## config.mk

```make
export PLATFORM = sky130hd
export DESIGN_NAME = rbm_core
export DESIGN_NICKNAME = d
export VERILOG_FILES = /design/src/inc/rbm_pkg.sv /design/src/rtl/rbm_sync2.sv /design/src/rtl/rbm_qual.sv /design/src/rtl/rbm_core.sv
export SDC_FILE = /design/constraint.sdc
export NUM_CORES = 1
export LEC_CHECK = 0
export CORE_ASPECT_RATIO = 1.1
export CORE_UTILIZATION = 50
export CTS_CLUSTER_DIAMETER = 120
export DETAILED_ROUTE_END_ITERATION = 10
export DONT_BUFFER_PORTS = 1
export GPL_TIMING_DRIVEN = 0
export PLACE_DENSITY_LB_ADDON = 0.05
export SKIP_CTS_REPAIR_TIMING = 1
export SYNTH_ARGS = -nofsm -noshare
export SYNTH_HDL_FRONTEND = slang
export SYNTH_SLANG_ARGS = --single-unit
export TNS_END_PERCENT = 1
```

## constraint.sdc

```tcl
create_clock -name clk_i -period 3.2 [get_ports clk_i]
set_input_delay 0.32 -clock clk_i [delete_from_list [all_inputs] [get_ports clk_i]]
set_output_delay 0.32 -clock clk_i [all_outputs]
set_load 0.05 [all_outputs]
```

## src/inc/rbm_pkg.sv

```systemverilog
// Package of the retentive bit memory: widths, counts, reset values and states.
// Assumes a single 125 MHz clock domain and no software-visible registers.
`default_nettype none

package rbm_pkg;

   // ----------------------------------------------------------------
   // Widths and configured counts
   // ----------------------------------------------------------------
   localparam int DATA_W = 8;
   localparam int CNT_W = 4;
   localparam logic [CNT_W-1:0] DATA_CNT_MIN = 4'h1;
   localparam logic [CNT_W-1:0] DATA_CNT_MAX = 4'h8;
   // Inputs: data, strobe and optional clear; outputs: data and status
   localparam int IN_CNT_MIN = 3;
   localparam int IN_CNT_MAX = 10;
   localparam int OUT_CNT_MIN = 2;
   localparam int OUT_CNT_MAX = 9;
   // Upper bound on instances in one project, kept by the project tooling
   localparam int INST_MAX = 2;

   // ----------------------------------------------------------------
   // Values after reset and erase
   // ----------------------------------------------------------------
   localparam logic [DATA_W-1:0] DATA_RST = 8'h00;
   localparam logic [DATA_W-1:0] DATA_ERASED = 8'h00;
   localparam logic STATUS_RST = 1'b0;
   localparam logic STORE_PREV_RST = 1'b0;
   localparam logic REV_NEW_RST = 1'b0;
   localparam logic SYNC_RST = 1'b0;

   // ----------------------------------------------------------------
   // Timing
   // ----------------------------------------------------------------
   localparam int CLK_PERIOD_NS = 8;
   localparam int SYNC_STAGES = 2;
   localparam int RESTORE_CYCLES = 1;

   // ----------------------------------------------------------------
   // Store sequencer states
   // ----------------------------------------------------------------
   typedef enum logic [1:0] {
      RBM_RESTORE,
      RBM_WAIT_LOW,
      RBM_ARMED,
      RBM_HELD
   } rbm_state_e;

endpackage

`default_nettype wire

```

## src/rtl/rbm_sync2.sv

```systemverilog
// Two-flop synchroniser for level pins of the retentive bit memory.
// Assumes the pin is a slow level; the first stage feeds only the second.
`timescale 1ns/10ps
`default_nettype none

module rbm_sync2
   import rbm_pkg::*;
#(
   parameter int W = 1
) (
   input wire logic clk_i, // System clock
   input wire logic rst_n_i, // Async reset, active low
   input wire logic [W-1:0] pin_i, // Asynchronous level
   output logic [W-1:0] lvl_o // Synchronised level
);

   logic [W-1:0] meta;

   // ----------------------------------------------------------------
   // Two stages
   // ----------------------------------------------------------------
   always_ff @(posedge clk_i or negedge rst_n_i) begin
      if (!rst_n_i) begin
         meta <= {W{SYNC_RST}};
         lvl_o <= {W{SYNC_RST}};
      end else begin
         meta <= pin_i;
         lvl_o <= meta;
      end
   end

endmodule

`default_nettype wire

```

## src/rtl/rbm_qual.sv

```systemverilog
// Qualifier that turns a pre-processed level and its test-pulse error into
// the evaluated level. Assumes both inputs come from logic on the same clock.
`timescale 1ns/10ps
`default_nettype none

module rbm_qual
   import rbm_pkg::*;
#(
   parameter int W = 1
) (
   input wire logic [W-1:0] lvl_i, // Pre-processed level
   input wire logic [W-1:0] tpe_i, // Test pulse error per bit
   output logic [W-1:0] lvl_o // Evaluated level
);

   // ----------------------------------------------------------------
   // A high level with a test pulse error counts as low
   // ----------------------------------------------------------------
   assign lvl_o = lvl_i & ~tpe_i;

endmodule

`default_nettype wire

```

## src/rtl/rbm_core.sv

```systemverilog
// Retentive bit memory top: one clock, no register bus.
// Assumes reset marks power-up or stop-to-run, and the retentive image
// lives in flops that reset does not touch.
`timescale 1ns/10ps
`default_nettype none

module rbm_core
   import rbm_pkg::*;
(
   input wire logic clk_i, // 125 MHz logic cycle clock
   input wire logic rst_n_i, // Power-up or stop-to-run, active low
   input wire logic run_i, // Controller in operating state
   input wire logic rev_new_i, // Newer revision behaviour strap
   input wire logic [CNT_W-1:0] data_cnt_i, // Data inputs in use, 1 to 8
   input wire logic clear_en_i, // Clear input configured
   input wire logic [DATA_W-1:0] data_i, // Data inputs
   input wire logic [DATA_W-1:0] data_tpe_i, // Data test pulse errors
   input wire logic store_i, // Store strobe
   input wire logic store_tpe_i, // Store strobe test pulse error
   input wire logic clear_i, // Clear input
   input wire logic clear_tpe_i, // Clear input test pulse error
   input wire logic power_fail_i, // Supply failing, async pin
   input wire logic card_removed_i, // Card pulled under power, async pin
   input wire logic project_new_i, // New valid project detected
   input wire logic project_verify_i, // Verify or falsify, not a new project
   input wire logic project_download_i, // Project downloaded
   output logic [DATA_W-1:0] data_o, // Stored data bits
   output logic status_o, // High while operating
   output logic commit_o, // Pulse: retentive image written
   output logic erase_o // High the cycle after each cycle that erases the retentive image
);

   // ----------------------------------------------------------------
   // Input qualification and synchronisation
   // ----------------------------------------------------------------
   logic [DATA_W-1:0] data_lv;
   logic [1:0] ctl_lv;
   logic [1:0] pin_lv;
   logic store_lv;
   logic clear_lv;
   logic pf_lv;
   logic card_lv;

   rbm_qual #(.W(DATA_W)) u_data_qual (
      .lvl_i(data_i),
      .tpe_i(data_tpe_i),
      .lvl_o(data_lv)
   );

   rbm_qual #(.W(2)) u_ctl_qual (
      .lvl_i({clear_i, store_i}),
      .tpe_i({clear_tpe_i, store_tpe_i}),
      .lvl_o(ctl_lv)
   );

   rbm_sync2 #(.W(2)) u_pin_sync (
      .clk_i(clk_i),
      .rst_n_i(rst_n_i),
      .pin_i({card_removed_i, power_fail_i}),
      .lvl_o(pin_lv)
   );

   assign store_lv = ctl_lv[0];
   assign clear_lv = ctl_lv[1] & clear_en_i;
   assign pf_lv = pin_lv[0];
   assign card_lv = pin_lv[1];

   // ----------------------------------------------------------------
   // Configured width
   // ----------------------------------------------------------------
   logic [CNT_W-1:0] cnt_eff;
   logic [DATA_W:0] mask_full;
   logic [DATA_W-1:0] data_mask;
   logic [DATA_W-1:0] data_masked;

   assign cnt_eff = (data_cnt_i < DATA_CNT_MIN) ? DATA_CNT_MIN :
                    (data_cnt_i > DATA_CNT_MAX) ? DATA_CNT_MAX : data_cnt_i;
   assign mask_full = (9'h001 << cnt_eff) - 9'h001;
   assign data_mask = mask_full[DATA_W-1:0];
   assign data_masked = data_lv & data_mask;

   // ----------------------------------------------------------------
   // Sequencer state and edge detection
   // ----------------------------------------------------------------
   rbm_state_e state;
   rbm_state_e next_state;
   logic store_prev;
   logic pf_prev;
   logic rev_new;
   logic [DATA_W-1:0] nv_image;

   logic store_rise;
   logic pf_rise;
   logic in_restore;
   logic armed;
   logic edge_held;
   logic capture_w;
   logic clear_w;
   logic proj_erase_w;
   logic erase_w;
   logic pf_commit_w;
   logic write_w;

   assign store_rise = store_lv & ~store_prev;
   assign pf_rise = pf_lv & ~pf_prev;
   assign in_restore = (state == RBM_RESTORE);
   assign armed = (state == RBM_ARMED);
   assign edge_held = (state == RBM_HELD);

   assign capture_w = armed & store_rise & ~clear_lv;
   assign clear_w = (armed & store_rise | edge_held & store_lv) & clear_lv;
   assign proj_erase_w = rev_new ? (project_new_i & ~project_verify_i)
                                 : (project_download_i | card_lv);
   assign erase_w = ~in_restore & (clear_w | proj_erase_w);
   assign pf_commit_w = edge_held & store_lv & pf_rise & ~clear_lv;
   assign write_w = ~erase_w & (capture_w | pf_commit_w);

   always_comb begin
      next_state = state;
      case (state)
         RBM_RESTORE: begin
            next_state = RBM_WAIT_LOW;
         end
         RBM_WAIT_LOW: begin
            if (!store_lv) begin
               next_state = RBM_ARMED;
            end
         end
         RBM_ARMED: begin
            if (store_rise) begin
               next_state = RBM_HELD;
            end
         end
         RBM_HELD: begin
            if (!store_lv) begin
               next_state = RBM_ARMED;
            end
         end
         default: begin
            next_state = RBM_RESTORE;
         end
      endcase
   end

   always_ff @(posedge clk_i or negedge rst_n_i) begin
      if (!rst_n_i) begin
         state <= RBM_RESTORE;
         store_prev <= STORE_PREV_RST;
         pf_prev <= SYNC_RST;
      end else begin
         state <= next_state;
         store_prev <= store_lv;
         pf_prev <= pf_lv;
      end
   end

   // Revision strap caught in the restore cycle after reset release
   always_ff @(posedge clk_i or negedge rst_n_i) begin
      if (!rst_n_i) begin
         rev_new <= REV_NEW_RST;
      end else if (in_restore) begin
         rev_new <= rev_new_i;
      end
   end

   // ----------------------------------------------------------------
   // Retentive image: survives reset, only erase or write change it
   // ----------------------------------------------------------------
   logic [DATA_W-1:0] next_nv;

   assign next_nv = erase_w ? DATA_ERASED : (write_w ? data_masked : nv_image);

   always_ff @(posedge clk_i) begin
      nv_image <= next_nv;
   end

   // ----------------------------------------------------------------
   // Outputs
   // ----------------------------------------------------------------
   logic [DATA_W-1:0] next_data;

   assign next_data = in_restore ? nv_image : next_nv;

   always_ff @(posedge clk_i or negedge rst_n_i) begin
      if (!rst_n_i) begin
         data_o <= DATA_RST;
         status_o <= STATUS_RST;
         commit_o <= 1'b0;
         erase_o <= 1'b0;
      end else begin
         data_o <= next_data;
         status_o <= run_i;
         commit_o <= write_w;
         erase_o <= erase_w;
      end
   end
endmodule

`default_nettype wire

```

; ---- After elaboration in Yosys (flattened, before gate mapping)
; Cells that the tools add are included.
[totals]
wordCells = 59
out_inout_bits = 11
regBits = 28
[op_classes]
order_cmp = 2
n_shift = 1
n_bitwise = 27
n_eq_ne = 5
muxes = 9
n_reduce_logical = 3
addsub = 1
[op_table]
columns = cell, n
row1 = 2-to-1 mux 8 bit, 3
row2 = bitwise AND 8 bit, 2
row3 = bitwise AND 1 bit, 12
row4 = 2-to-1 mux 4 bit, 2
row5 = inverter 8 bit, 1
row6 = << shifter 1 x 4 -> 8 bit (first input constant), 1
row7 = subtractor 8 x 1 -> 8 bit (second input constant), 1
row8 = inverter 1 bit, 6
row9 = one-hot mux 2 bit (3 select lines), 1
row10 = == test 2 bit (second input constant), 2
row11 = > comparator 4 bit (second input constant), 1
row12 = less-than comparator 4 x 1 -> 1 bit (second input constant), 1
row13 = 2-to-1 mux 2 bit, 2
row14 = != test 2 bit (second input constant), 2
row15 = bitwise OR 1 bit, 4
row16 = bitwise AND 2 bit, 1
row17 = == test 2 x 1 -> 1 bit (second input constant), 1
row18 = logical NOT 2 bit, 1
row19 = inverter 2 bit, 1
row20 = AND reduction 2 bit, 1
row21 = OR reduction 2 bit, 1
row22 = 2-to-1 mux 1 bit, 1

; ---- Longest topological paths before layout
[depth]
depth_word = 13
depth_mapped = 6
depth_no_buf = 6

; ---- Cells and area by module
; A second synthesis with hierarchy kept.
[hier_totals]
cells_unflattened = 102
area_unflattened_um2 = 1252.5
[modules_own_cells]
columns = mod, area_per_inst_um2, cells_per_inst, instances
row1 = rbm_core, 1014.7, 88, 1
row2 = rbm_qual (u_data_qual), 110.1, 8, 1
row3 = rbm_sync2, 100.1, 4, 1
row4 = rbm_qual (u_ctl_qual), 27.5, 2, 1

; ---- Worst setup path before layout
; No wires, ideal clock.
[synth_path]
path_type = input to register
from = input data_cnt_i[3]
to = register data_o[6]
arrival_time_ps = 1615
cell_stages = 6
required_time_ps = 3122
setup_slack_ps = 1507
setup_time_ps = 78
path_cell_list = or3_1 -> ha_1 -> or3_1 -> a21oi_1 -> o2111ai_1 -> a21oi_1
[synth_between]
elab_chain_cells = 9
word_cells_on_any_way = 10
cone_classes = add/sub (1) / order compare (2) / shift (1) / mux (5) / bitwise (1)
[synth_lines]
columns = item, line_no
row1 = start: declaration, rbm_core.sv:14  ; input wire logic [CNT_W-1:0] data_cnt_i,
row2 = > comparator 4 bit, rbm_core.sv:77  ; (data_cnt_i > DATA_CNT_MAX) ? DATA_CNT_MAX : data_cnt_i;
row3 = 2-to-1 mux 4 bit, rbm_core.sv:77
row4 = 2-to-1 mux 4 bit *, rbm_core.sv:76  ; assign cnt_eff = (data_cnt_i < DATA_CNT_MIN) ? DATA_CNT_MIN :
row5 = << shifter 1 x 4 -> 8 bit *, rbm_core.sv:78  ; assign mask_full = (9'h001 << cnt_eff) - 9'h001;
row6 = subtractor 8 x 1 -> 8 bit *, rbm_core.sv:78
row7 = bitwise AND 8 bit *, rbm_core.sv:80  ; assign data_masked = data_lv & data_mask;
row8 = 2-to-1 mux 8 bit * (2 in a row), rbm_core.sv:171  ; assign next_nv = erase_w ? DATA_ERASED : (write_w ? data_masked : nv_image);
row9 = 2-to-1 mux 8 bit *, rbm_core.sv:182  ; assign next_data = in_restore ? nv_image : next_nv;
row10 = net next_data[6], rbm_core.sv:180  ; logic [DATA_W-1:0] next_data;
row11 = end signal: assignment, rbm_core.sv:191  ; data_o <= next_data;
row12 = end: declaration, rbm_core.sv:27  ; output logic [DATA_W-1:0] data_o,
; The timed path passes the listed nets; every way through them passes the cells marked *.
; A chain may end at the register's enable or synchronous reset.

; ---- Worst setup path in the final report
[layout_path]
from = register state[0]
to = register data_o[6]
[layout_between]
elab_chain_cells = 11
word_cells_on_any_way = 19
cone_classes = eq/ne (2) / mux (3) / bitwise (13) / reduce/logical (1)
[layout_lines]
columns = item, line_no
row1 = start: declaration, rbm_core.sv:85  ; rbm_state_e state;
row2 = start signal: assignment, rbm_core.sv:151  ; state <= next_state;
row3 = == test 2 bit (on tied branches), "rbm_core.sv:107, rbm_core.sv:108"
row4 = bitwise AND 1 bit, rbm_core.sv:111  ; assign clear_w = (armed & store_rise | edge_held & store_lv) & clear_lv;
row5 = bitwise OR 1 bit, rbm_core.sv:111
row6 = bitwise AND 1 bit, rbm_core.sv:111
row7 = bitwise OR 1 bit, rbm_core.sv:114  ; assign erase_w = ~in_restore & (clear_w | proj_erase_w);
row8 = bitwise AND 1 bit *, rbm_core.sv:114
row9 = net erase_w, rbm_core.sv:100  ; logic erase_w;
row10 = inverter 1 bit, rbm_core.sv:116  ; assign write_w = ~erase_w & (capture_w | pf_commit_w);
row11 = bitwise AND 1 bit, rbm_core.sv:116
row12 = 2-to-1 mux 8 bit, rbm_core.sv:171
row13 = 2-to-1 mux 8 bit *, rbm_core.sv:171
row14 = 2-to-1 mux 8 bit *, rbm_core.sv:182
row15 = net next_data[6], rbm_core.sv:180
; Marked as above.

==> key figures <==
Outcome
  • Outcome: finished clean

Detailed routing
  • DR vias: about 820
  • Iter 0 DRT Violations: 11
  • Antenna Nets Post-Route: 0
  • Routed len/inst: between 15 and 20 um
  • Vias per inst: 5.74
  • Drt first pass iters: 4
  • Residual DRC count: 0
  • Final wirelength: between 2000 and 2500 um

Timing
  • Min Clock Period, post-route: between 1 and 1.5 ns
  • Worst-margin pin slew: around 0.87 ns
  • Final WS setup: 1.71 ns
  • Final Hold Viols: 0
  • Pins Over Slew Limit: 0
  • Unrepaired setup endpoints after global routing: false
  • Tcrit/Tclk final: 0.465
  • Relative slew slack: 0.415
  • Setup-failing EPs final: 0
  • Worst Skew: roughly 0.00095 ns
  • Max Freq: 672 MHz
  • Fin Hold WS: roughly 0.14 ns
  • Setup_tns: 0 ns

Global routing
  • Total gr overflow: 0
  • Tot GR Track Use: 0.180
  • Pin count of the biggest net entering global routing: 21
  • First-pass GRT wire length: roughly 3500 um
  • Initial antenna violation count: 0
  • Vias in the first global route: between 700 and 800

Final layout
  • Layout area overhead: 10.6%
  • Share of layout cells above drive strength 1: 0.239
  • Non-Filler Instances: ~140
  • Filler cells: ~200
  • Layout Nets: ~150
  • ANT cells: 0
  • Fin util: 0.596
  • Design area: 1360 um^2

Placed design
  • PortBufs: 0
  • Placed standard-cell area: between 1000 and 1500 um^2
  • DP Wirelength: ~1600 um
  • Placed Cells: 135
  • Post-Place Worst Slack: ~1.4 ns
  • RD Place Congestion: ~0.7

Synth
  • Cells after Synth: between 100 and 150
  • Number of enable flip-flop cells after synthesis: 0
  • Flops & latches, synth: 28
  • Mapped cell area: around 1200 um^2
  • Syn Area/Cell: 11.7 um^2
  • Synth area leaders: dfrtp_1, dfxtp_1, a21oi_1
  • Yosys top cell area share: 0.409
  • Unique masters post-synth: 33
  • Count leader, synth: dfrtp_1
  • Syn_nets: between 100 and 150
  • Synthesis Warnings: 0
  • Async SR Flop Fraction: 0.714
  • Cell taking the most area after synthesis: dfrtp_1
  • Post-synthesis sequential area ratio: 0.539
  • Synth cell count leaders: dfrtp_1, a21oi_1, dfxtp_1, o21ai_2
  • Ys flop type: dfrtp_1

Pwr
  • Total Power: 0.726 mW
  • Max VDD drop: roughly 360 uV
  • Power density over the cells: between 500 and 600 nW/um^2
  • Leakage: about 0.53 nW

Critical path
  • Critical Path End Type: flip-flop
  • Worst r2r path cells: 6
  • Largest fanout on the critical path: 10
  • Nature of the critical path startpoint: flip-flop
  • CP required: 3.46 ns
  • Critical path class: flip-flop to flip-flop
  • CP Data Arrival Time: approximately 1.8 ns
  • Worst Setup SP: state[0]
  • Worst r2r src: state[0]

Clocking
  • H-tree level count: 1
  • Clock Sink Count: 28
  • Clock root buffer: clkbuf_4
  • Clk pin slew, worst setup/hold paths: roughly 0.14 ns
  • CTS Buf Count: 3
  • Clock buffer depth: 2
  • CTS tree: done
  • Clk Latency, worst-skew pair: between 0.3 and 0.4 ns

Floorplan
  • Die Height: between 50 and 60 um
  • Die area: about 2700 um^2
  • IO Pins: 45
  • Die X: between 40 and 50 um
  • Core ar.: ~2300 um^2
  • Row Count: 18
  • Initial Utilization: 0.539

Hold path
  • HP Start: store_i
  • Min-Delay Path Depth: 2
  • Type of the most critical hold path: primary input to flip-flop

Job
  • Maxcap violations: 0
[registers in the layout, summed over array words and instances, names as in the netlist]
register,count
commit_o,1
data_o,8
erase_o,1
nv_image,8
pf_prev,1
rev_new,1
state,2
status_o,1
store_prev,1
u_pin_sync.lvl_o,2
u_pin_sync.meta,2
[final cells by class]
cell class	instances	area, um^2	share of cell area
clock inverter	1	30.0	0.0222
multi-input combinational	72	523	0.386
timing repair buffer	4	40.0	0.0295
inverter	2	7.51	0.00554
buffer	3	33.8	0.0249
sequential	28	661	0.488
clock buffer	3	22.5	0.0166
tap	30	37.5	0.0277
[routing by layer]
metal,vias up,track usage,part of all wire
li1,400,-,-
met1,385,0.236,0.46
met2,32,0.283,0.47
met3,4,0.0480,0.063
met4,0,0.0735,0.011
met5,-,0,0
[worst max-delay path, cell delays in order (launching register included)]
cell	delay, ns
dfrtp_1	0.48
nor2b_2	0.26
nor3b_1	0.10
o22a_1	0.20
buf_6	0.14
buf_6	0.14
a21oi_1	0.11
[kinds of logic after synthesis]
kind of cell,after synthesis,share of synthesized area
AO/OA/AOI/OAI,38,0.213
AND/OR/NAND/NOR,30,0.184
flip-flops,28,0.539
buffers and inverters,5,0.0337
adder cells (fa/ha/maj),1,0.0102
other,1,0.00306
XOR/XNOR,1,0.00715
multiplexers,1,0.00919
[layout by cell type, fill, tap and decap left out, types with 2 or more instances in the layout]
| master | instances |
|---|---|
| dfrtp_1 | 20 |
| a21oi_1 | 18 |
| o21ai_2 | 8 |
| dfxtp_1 | 8 |
| dlygate4sd3_1 | 4 |
| nor2_1 | 3 |
| nor3b_1 | 3 |
| nand2_1 | 3 |
| buf_6 | 3 |
| or3_1 | 3 |
| and2b_2 | 3 |
| o21a_1 | 3 |
| nor2b_1 | 3 |
| o2111ai_1 | 3 |
| clkbuf_4 | 3 |
| nand4b_1 | 2 |
| o22ai_1 | 2 |
| nand3_1 | 2 |
| nand4_1 | 2 |
[path summary, 6_finish.rpt]
kind | to | slack [ns]
hold reg to reg | u_pin_sync.lvl_o[1] | 0.37
min in group asynchronous | state[1] | 0.54
setup reg to reg | data_o[6] | 1.71
hold / removal | store_prev | 0.14
max in group asynchronous | data_o[4] | 2.13
setup / recovery | data_o[6] | 1.71
[power breakdown]
group	switching, mW	leakage (nW)	internal, mW
combinational	0.0536	0.185	0.0417
clock	0.0995	0.0279	0.127
sequential	0.0351	0.318	0.369
total	0.188	0.531	0.538
Power figures use the tool's default switching activity.
